$ cat src/pkg/rxctl_pkg.sv
// Constants for the per-channel receive control register bank.
// Assumes a host register port with byte-wide data and 8-bit addresses.
package rxctl_pkg;
  localparam int          RXCTL_CHANNELS   = 3;
  localparam logic [7:0]  RXCTL_ADDR_CH0   = 8'h05;
  localparam logic [7:0]  RXCTL_ADDR_CH1   = 8'h0D;
  localparam logic [7:0]  RXCTL_ADDR_CH2   = 8'h15;
  localparam int          RXCTL_BIT_DIG_DET = 5;
  localparam int          RXCTL_BIT_ANA_DET = 4;
  localparam int          RXCTL_BIT_EDGE   = 3;
  localparam int          RXCTL_BIT_MUTE   = 2;
  localparam int          RXCTL_BIT_MON    = 1;
  localparam int          RXCTL_BIT_EQ     = 0;
  localparam logic [7:0]  RXCTL_WR_MASK    = 8'h3F;
  localparam logic [7:0]  RXCTL_RESET      = 8'h00;
  localparam logic [1:0]  RXCTL_RATE_E3    = 2'h0;
  localparam logic [1:0]  RXCTL_RATE_DS3   = 2'h1;
  localparam logic [1:0]  RXCTL_RATE_STS1  = 2'h2;
endpackage : rxctl_pkg

$ cat src/logic/rxctl_chan.sv
// One channel's receive control register and the controls derived from it.
// Assumes the write strobe and the line status inputs are on ref_clk.
`timescale 1ns/100ps
module rxctl_chan (
  // Clock and reset
  input  wire logic       ref_clk,
  input  wire logic       rst_n,
  // Register access
  input  wire logic       wr_en,
  input  wire logic [7:0] wr_data,
  output logic      [7:0] reg_value,
  // Channel status
  input  wire logic [1:0] rate_sel,
  input  wire logic       loss_of_signal,
  input  wire logic       rx_pos_in,
  input  wire logic       rx_neg_in,
  // Channel controls
  output logic            digital_loss_detector_en,
  output logic            analog_loss_detector_en,
  output logic            rx_clock_edge_select,
  output logic            recovered_positive_data,
  output logic            recovered_negative_data,
  output logic            monitor_mode_en,
  output logic            equalizer_en
);
  import rxctl_pkg::*;

  logic [7:0] ctl_r;
  logic [7:0] ctl_nxt;
  wire        is_e3 = (rate_sel == RXCTL_RATE_E3);
  wire        mute  = ctl_r[RXCTL_BIT_MUTE] & loss_of_signal;

  assign ctl_nxt = wr_en ? (wr_data & RXCTL_WR_MASK) : ctl_r;

  always_ff @(posedge ref_clk or negedge rst_n) begin
    if (!rst_n) begin
      ctl_r <= RXCTL_RESET;
    end else begin
      ctl_r <= ctl_nxt;
    end
  end

  assign reg_value                = ctl_r;
  // Disable bits count at every rate other than E3.
  assign digital_loss_detector_en = is_e3 | ~ctl_r[RXCTL_BIT_DIG_DET];
  assign analog_loss_detector_en  = is_e3 | ~ctl_r[RXCTL_BIT_ANA_DET];
  assign rx_clock_edge_select     = ctl_r[RXCTL_BIT_EDGE];
  assign monitor_mode_en          = ctl_r[RXCTL_BIT_MON];
  assign equalizer_en             = ctl_r[RXCTL_BIT_EQ];
  assign recovered_positive_data  = rx_pos_in & ~mute;
  assign recovered_negative_data  = rx_neg_in & ~mute;

  mute_low_a: assert property (@(posedge ref_clk) disable iff (!rst_n)
    mute |-> !recovered_positive_data && !recovered_negative_data)
    else $error("data not muted during loss of signal");
  mute_pass_a: assert property (@(posedge ref_clk) disable iff (!rst_n)
    !ctl_r[RXCTL_BIT_MUTE] |-> recovered_positive_data == rx_pos_in
                               && recovered_negative_data == rx_neg_in)
    else $error("data altered while muting off");
  e3_ignore_a: assert property (@(posedge ref_clk) disable iff (!rst_n)
    is_e3 |-> digital_loss_detector_en && analog_loss_detector_en)
    else $error("detector disabled in E3 mode");
  dig_off_a: assert property (@(posedge ref_clk) disable iff (!rst_n)
    wr_en && wr_data[RXCTL_BIT_DIG_DET] ##1 !is_e3 |-> !digital_loss_detector_en)
    else $error("digital detector not switched off");
  ana_off_a: assert property (@(posedge ref_clk) disable iff (!rst_n)
    wr_en && wr_data[RXCTL_BIT_ANA_DET] ##1 !is_e3 |-> !analog_loss_detector_en)
    else $error("analog detector not switched off");
  edge_sel_a: assert property (@(posedge ref_clk) disable iff (!rst_n)
    wr_en |=> rx_clock_edge_select == $past(wr_data[RXCTL_BIT_EDGE]))
    else $error("edge select not written");
  mon_eq_a: assert property (@(posedge ref_clk) disable iff (!rst_n)
    wr_en |=> monitor_mode_en == $past(wr_data[RXCTL_BIT_MON])
              && equalizer_en == $past(wr_data[RXCTL_BIT_EQ]))
    else $error("monitor or equalizer bit not written");
  readback_a: assert property (@(posedge ref_clk) disable iff (!rst_n)
    wr_en |=> reg_value == ($past(wr_data) & RXCTL_WR_MASK))
    else $error("readback differs from write");
  hold_a: assert property (@(posedge ref_clk) disable iff (!rst_n)
    !wr_en |=> $stable(reg_value))
    else $error("register changed without write");
  mute_c: cover property (@(posedge ref_clk) disable iff (!rst_n) mute);
  eq_on_c: cover property (@(posedge ref_clk) disable iff (!rst_n) $rose(equalizer_en));
  e3_dis_c: cover property (@(posedge ref_clk) disable iff (!rst_n)
    is_e3 && ctl_r[RXCTL_BIT_DIG_DET]);
endmodule : rxctl_chan

$ cat src/logic/rxctl_bank.sv
// Receive control register bank for three line channels.
// Assumes a synchronous host port on ref_clk; line status arrives from other clocks.
`timescale 1ns/100ps

module rxctl_bank #(
  parameter int CHANNELS = rxctl_pkg::RXCTL_CHANNELS
) (
  // Clock and reset
  input  wire logic                ref_clk,
  input  wire logic                arst_n,
  // Host register port
  input  wire logic                host_wr,
  input  wire logic                host_rd,
  input  wire logic [7:0]          host_addr,
  input  wire logic [7:0]          host_wdata,
  output logic      [7:0]          host_rdata,
  output logic                     host_hit,
  // Line status, asynchronous
  input  wire logic [CHANNELS-1:0] loss_of_signal,
  input  wire logic [2*CHANNELS-1:0] rate_sel,
  // Recovered data, on ref_clk
  input  wire logic [CHANNELS-1:0] rx_pos_in,
  input  wire logic [CHANNELS-1:0] rx_neg_in,
  // Channel controls
  output logic      [CHANNELS-1:0] digital_loss_detector_en,
  output logic      [CHANNELS-1:0] analog_loss_detector_en,
  output logic      [CHANNELS-1:0] rx_clock_edge_select,
  output logic      [CHANNELS-1:0] recovered_positive_data,
  output logic      [CHANNELS-1:0] recovered_negative_data,
  output logic      [CHANNELS-1:0] monitor_mode_en,
  output logic      [CHANNELS-1:0] equalizer_en
);
  import rxctl_pkg::*;

  // ----------------------------------------
  // Reset release
  // ----------------------------------------
  logic [1:0] rst_sync_r;
  wire        rst_n = rst_sync_r[1];

  always_ff @(posedge ref_clk or negedge arst_n) begin
    if (!arst_n) begin
      rst_sync_r <= 2'h0;
    end else begin
      rst_sync_r <= {rst_sync_r[0], 1'b1};
    end
  end

  // ----------------------------------------
  // Status synchronisers
  // ----------------------------------------
  // Both stages together; only the second stage is read downstream.
  logic [CHANNELS-1:0]   sig_loss_s1_r, sig_loss_s2_r;
  logic [2*CHANNELS-1:0] rate_s1_r, rate_s2_r;

  always_ff @(posedge ref_clk or negedge rst_n) begin
    if (!rst_n) begin
      sig_loss_s1_r <= '0;
      sig_loss_s2_r <= '0;
      rate_s1_r     <= '0;
      rate_s2_r     <= '0;
    end else begin
      sig_loss_s1_r <= loss_of_signal;
      sig_loss_s2_r <= sig_loss_s1_r;
      rate_s1_r <= rate_sel;
      rate_s2_r <= rate_s1_r;
    end
  end

  // ----------------------------------------
  // Address decode and channels
  // ----------------------------------------
  function automatic logic [7:0] chan_addr(input int idx);
    unique case (idx)
      0:       chan_addr = RXCTL_ADDR_CH0;
      1:       chan_addr = RXCTL_ADDR_CH1;
      default: chan_addr = RXCTL_ADDR_CH2;
    endcase
  endfunction : chan_addr

  logic [CHANNELS-1:0] sel;
  logic [7:0]          chan_val [CHANNELS];
  logic [7:0]          rdata_nxt;
  // One wire for any mapped address keeps the hit flag and its checks in step.
  wire                 any_sel = |sel;

  genvar g;
  generate
    for (g = 0; g < CHANNELS; g++) begin : g_ch
      assign sel[g] = (host_addr == chan_addr(g));
      rxctl_chan u_chan (
        .ref_clk                  (ref_clk),
        .rst_n                    (rst_n),
        .wr_en                    (host_wr & sel[g]),
        .wr_data                  (host_wdata),
        .reg_value                (chan_val[g]),
        .rate_sel                 (rate_s2_r[2*g +: 2]),
        .loss_of_signal           (sig_loss_s2_r[g]),
        .rx_pos_in                (rx_pos_in[g]),
        .rx_neg_in                (rx_neg_in[g]),
        .digital_loss_detector_en (digital_loss_detector_en[g]),
        .analog_loss_detector_en  (analog_loss_detector_en[g]),
        .rx_clock_edge_select     (rx_clock_edge_select[g]),
        .recovered_positive_data  (recovered_positive_data[g]),
        .recovered_negative_data  (recovered_negative_data[g]),
        .monitor_mode_en          (monitor_mode_en[g]),
        .equalizer_en             (equalizer_en[g])
      );
      // Each copy answers to its own address only, so channels stay independent.
      read_chan_a: assert property (@(posedge ref_clk) disable iff (!rst_n)
        host_rd && sel[g] |=> host_rdata == $past(chan_val[g]))
        else $error("channel readback wrong");
      other_wr_a: assert property (@(posedge ref_clk) disable iff (!rst_n)
        host_wr && !sel[g] |=> chan_val[g] == $past(chan_val[g]))
        else $error("write reached another channel");
      own_wr_a: assert property (@(posedge ref_clk) disable iff (!rst_n)
        host_wr && sel[g] |=> chan_val[g] == ($past(host_wdata) & RXCTL_WR_MASK))
        else $error("write did not land");
      // The synchronised rate is what the channel sees, so E3 must win there.
      e3_chan_a: assert property (@(posedge ref_clk) disable iff (!rst_n)
        rate_s2_r[2*g +: 2] == RXCTL_RATE_E3
        |-> digital_loss_detector_en[g] && analog_loss_detector_en[g])
        else $error("detector off at E3 rate");
    end
  endgenerate

  always_comb begin
    rdata_nxt = 8'h00;
    for (int i = 0; i < CHANNELS; i++) begin
      if (sel[i]) begin
        rdata_nxt = chan_val[i];
      end
    end
  end

  // Read data is registered and answers one cycle after host_rd.
  always_ff @(posedge ref_clk or negedge rst_n) begin
    if (!rst_n) begin
      host_rdata <= 8'h00;
      host_hit   <= 1'b0;
    end else begin
      host_rdata <= host_rd ? rdata_nxt : 8'h00;
      host_hit   <= host_rd & any_sel;
    end
  end

  // ----------------------------------------
  // Checks on reset release
  // ----------------------------------------
  // Reset must reach every channel as soon as the pin goes low.
  rst_hold_a: assert property (@(posedge ref_clk)
    !arst_n |=> !rst_n)
    else $error("internal reset not applied");
  // Release waits for two clean edges, trading two cycles for a glitch-free exit.
  rst_delay_a: assert property (@(posedge ref_clk)
    $rose(rst_n) |-> $past(arst_n) && $past(arst_n, 2))
    else $error("internal reset released too early");
  // The synchronisers start from a known level so no stale status leaks out.
  sync_clear_a: assert property (@(posedge ref_clk)
    !rst_n |-> sig_loss_s2_r == '0 && rate_s2_r == '0)
    else $error("status synchronisers not cleared");
  reset_zero_a: assert property (@(posedge ref_clk)
    $rose(rst_n) |-> equalizer_en == '0 && monitor_mode_en == '0)
    else $error("controls not zero after reset");
  reset_det_a: assert property (@(posedge ref_clk)
    $rose(rst_n) |-> digital_loss_detector_en == '1 && analog_loss_detector_en == '1
                     && rx_clock_edge_select == '0)
    else $error("detectors not running after reset");

  // ----------------------------------------
  // Checks on the status synchronisers
  // ----------------------------------------
  // Status takes exactly two edges to reach the channels. The first checks wait
  // three edges after reset so that no cleared stage is compared with live input.
  loss_sync_a: assert property (@(posedge ref_clk) disable iff (!rst_n)
    1'b1 ##3 1'b1 |-> sig_loss_s2_r == $past(loss_of_signal, 2))
    else $error("loss status delay wrong");
  rate_sync_a: assert property (@(posedge ref_clk) disable iff (!rst_n)
    1'b1 ##3 1'b1 |-> rate_s2_r == $past(rate_sel, 2))
    else $error("rate delay wrong");

  // ----------------------------------------
  // Checks on the host read port
  // ----------------------------------------
  // The port drives zero between answers so a shared read bus can OR the data.
  read_idle_a: assert property (@(posedge ref_clk) disable iff (!rst_n)
    !host_rd |=> host_rdata == 8'h00 && !host_hit)
    else $error("read port busy without a read");
  // A read that misses every channel is refused with zero data and no hit.
  read_miss_a: assert property (@(posedge ref_clk) disable iff (!rst_n)
    host_rd && !any_sel |=> host_rdata == 8'h00 && !host_hit)
    else $error("unmapped read answered");
  read_hit_a: assert property (@(posedge ref_clk) disable iff (!rst_n)
    host_rd && any_sel |=> host_hit)
    else $error("mapped read not acknowledged");
  hit_rd_a: assert property (@(posedge ref_clk) disable iff (!rst_n)
    host_hit |-> $past(host_rd))
    else $error("hit without a read");
  read_map_a: assert property (@(posedge ref_clk) disable iff (!rst_n)
    host_rd && sel[0] |=> host_rdata == $past(chan_val[0]))
    else $error("channel 0 readback wrong");
  read_top_a: assert property (@(posedge ref_clk) disable iff (!rst_n)
    host_hit |-> host_rdata[7:6] == 2'h0)
    else $error("unused bits read as one");
  sel_onehot_a: assert property (@(posedge ref_clk) disable iff (!rst_n)
    $onehot0(sel))
    else $error("address decodes to two channels");
  read_c: cover property (@(posedge ref_clk) disable iff (!rst_n) host_rd && sel[2]);
  miss_c: cover property (@(posedge ref_clk) disable iff (!rst_n) host_rd && !any_sel);
endmodule : rxctl_bank

$ cat config.mk
export PLATFORM = sky130hd
export DESIGN_NAME = rxctl_bank
export DESIGN_NICKNAME = d
export VERILOG_FILES = /design/src/pkg/rxctl_pkg.sv /design/src/logic/rxctl_chan.sv /design/src/logic/rxctl_bank.sv
export SDC_FILE = /design/constraint.sdc
export NUM_CORES = 1
export LEC_CHECK = 0
export ABC_CLOCK_PERIOD_IN_PS = 1870
export BUFFER_PORTS_ARGS = -buffer_cell sky130_fd_sc_hd__buf_2
export CAP_MARGIN = 20
export CORE_ASPECT_RATIO = 1.2
export CORE_MARGIN = 4
export CORE_UTILIZATION = 51
export CTS_BUF_LIST = sky130_fd_sc_hd__clkbuf_4 sky130_fd_sc_hd__clkbuf_8
export DETAILED_ROUTE_END_ITERATION = 7
export PLACE_DENSITY = 0.81
export RECOVER_POWER = 100
export SLEW_MARGIN = 10
export SYNTH_ARGS = -nofsm -noshare
export SYNTH_HDL_FRONTEND = slang
export SYNTH_SLANG_ARGS = --single-unit
$ cat constraint.sdc
create_clock -name ref_clk -period 1.87 [get_ports ref_clk]
set_clock_uncertainty 0.15 [all_clocks]
set_input_delay 0.0935 -clock ref_clk [delete_from_list [all_inputs] [get_ports ref_clk]]
set_output_delay 0.0935 -clock ref_clk [all_outputs]
set_load 0.01 [all_outputs]
==> flow_summary.yaml <==
timing:
  period_share_pct: 90.08
  rsz0062_at_grt: "false"
  worst_slack_ps: 185.5
  finalSetupTns_ps: 0
  slew_viol_final: 0
  worstMarginPinSlew_ps: 1059
  hold_violations: 0
  fin_hold_ws_ps: 74.77
  fmax_ghz: 0.5936
  setup_violations: 0
  slew-limit-headroom_pct: 29.42
  min_period_ps: 1685
cells_and_area:
  layout_commonest_cell: "dfrtp_1"
  stdcell_area_um2: 2288
  syn2layout_area_growth_pct: 22.34
  drive_above_1_share_pct: 34.17
  nets: 233
  layout_common_cells: "dfrtp_1 (45), buf_2 (32), clkbuf_1 (28)"
  num_antenna_cells: 0
routing:
  drt_pre_antenna_iters: 4
  drt_first_iter_violations: 42
  viasPerCell: 5.042
  ant_nets: 0
  wl_um: 3465
  wl_per_cell_um: 14.68
  vias: 1190
  drc: 0
power_and_ir_drop:
  power_frac_seq_pct: 53.9
  combPwrFrac_pct: 8.2
  p_int_uw: 1534
  p_switching_uw: 405.6
  sw_frac_of_total_pct: 20.91
  clock_power_share_pct: 37.9
  p_per_area_nw_per_um2: 847.5
  power_leakage_uw: 0.001088
  ir_drop_v: 0.0006793
yosys:
  postSynthRegisterBits: 45
  yosysWarnings: 0
  syn_area_um2: 1871
  ys_top_cells_by_area: "dfrtp_1 (60%), mux2_2 (10%), buf_4 (10%)"
  syn_inst: 136
  yosys.area.top_type: "dfrtp_1"
  synth_top_area_share_pct: 60.20
  yosysSeqAreaShare_pct: 60.20
  avgSynthCellArea_um2: 13.75
  synth_cell_types: 18
setup_path:
  timing.rr.end: "g_ch[1].u_chan.reg_value[3]"
  path_class: "in2reg"
  cpMaxStageDelayCell: "dlygate4sd3_1"
  startpoint: "host_addr[4]"
  critPathCaptureType: "flop"
  arrival_ps: 1710
  startpoint_type: "input pin"
  crit_end: "g_ch[0].u_chan.reg_value[5]"
  cp_cell_sequence: "dlygate4sd3_1 > buf_2 > nor2_1 > nand4_1 > mux2_2"
  timing.rr.start: "rst_sync_r[1]"
  r2r_setup_slack_ps: 490
  cpPeakStageDelay_ps: 530
  worstPathRequired_ps: 1900
  cp_max_fo: 10
  rr_worst_depth: 1
floorplan:
  die-area_um2: 4705
  core_area_um2: 3425
  dieWidth_um: 63.29
  die_h_um: 74.34
  initial_core_util_pct: 54.62
  placementRows: 23
  ioPinCount: 65
cts:
  insertion_delay_ps: 290
  cts_tree: "done"
  cts.sinks: 45
  cts_buffer_depth: 2
  path_clk_slew_ps: 80
  cts-root-buf: "clkbuf_8"
  cts_inserted_buffers: 5
  post_cts_buffers: 0
  htreeDepth: 2
run_status:
  status: "completed"
place:
  port-buffer-count: 60
  gp_congestion: 0.7212
  place_ws_ps: 470.8
  place_area_um2: 2042
  post-dp-hpwl_um: 2597
global_route:
  grt_max_degree: 30
  antenna_found_initial: 0
  first_global_vias: 1252
  gr-total-overflow: 0
  grt_use_total_pct: 16.23
  grt_pass1_wl_um: 5768
worst_hold_path:
  min_path_cells: 2
  min_path_type: "in2reg"
  holdCritStartpoint: "host_addr[3]"
job:
  maxCapViolCount: 0
==> worst min path at each step <==
stage	to	slack, ps
floorplan	rst_sync_r[0]	-350
global placement	rst_sync_r[0]	-270
detailed placement	rst_sync_r[0]	-270
CTS	host_hit	60
global route	host_rdata[2]	100
finish	host_hit	70
==> routing by layer <==
metal  global-route usage, %  vias to the layer above  wire length, um
li1                        -                      561                -
met1                   17.75                      574             1266
met2                   29.54                       52             1812
met3                   6.193                        3              351
met4                   5.036                        0               35
met5                       0                        -                0
==> Yosys cell counts <==
cell type and number:
a21boi_0 6, a21oi_1 7, and2b_1 1, and4bb_4 1, buf_4 25, conb_1 2, dfrtp_1 45, mux2_1 1
mux2_2 17, mux2i_1 6, nand2_1 6, nand3_1 1, nand4_4 3, nor2_1 1, nor2_2 1, nor2b_4 1
o21ai_0 6, or2_2 6
==> critical path: cells and delay by family <==
family | cells | cell delay, ps
muxes | 1 | 420
buffers and inverters | 2 | 710
and+or+nand+nor | 2 | 490
==> cell families (layout without fill, tap and decap cells) <==
logic type,count (synthesis),count (layout),synth area share (%)
AO/OA/AOI/OAI,19,19,5.886
buffers and inverters,25,87,10.03
flip-flops,45,45,60.20
multiplexers,24,24,14.05
other,2,3,0.4015
AND/OR/NAND/NOR,21,21,9.431
==> power by group through the flow <==
stage / clock network [uW] / registers [uW] / logic [uW]
CTS: 755 / 1050 / 169
floorplan: 0 / 1060 / 100
global route: 810 / 1050 / 177
global placement: 0 / 1060 / 134
finish: 735 / 1050 / 159
detailed placement: 0 / 1070 / 140
==> sequential cells by signal, indices dropped and copies added (netlist names) <==
name	count
host_rdata	6
sig_loss_s2_r	3
host_hit	1
g_ch.u_chan.reg_value	18
rate_s2_r	6
rate_s1_r	6
rst_sync_r	2
sig_loss_s1_r	3
==> timing repair <==
action / in CTS / in global routing
hold buffers: 18 / 0
resized for setup: 0 / 0
endpoints found under the hold margin: 30 / 0
==> stage by stage <==
| step | std cells | power [uW] | utilization [%] |
|---|---|---|---|
| floorplan | 137 | 1160 | - |
| global placement | 210 | 1196 | 59.63 |
| detailed placement | 210 | 1206 | 59.63 |
| CTS | 236 | 1971 | 68.40 |
| global route | 236 | 2040 | 66.83 |
| finish | 236 | 1939 | 66.83 |
==> cell type report <==
class | count | area [um2]
Clock buffer | 6 | 82.58
Clock inverter | 2 | 37.54
Fill cell | 261 | 1136
Multi-Input combinational cell | 67 | 543.0
Sequential cell | 45 | 1126
Tap cell | 37 | 46.29
Timing Repair Buffer | 79 | 452.9
Power figures use the tool's default switching activity.
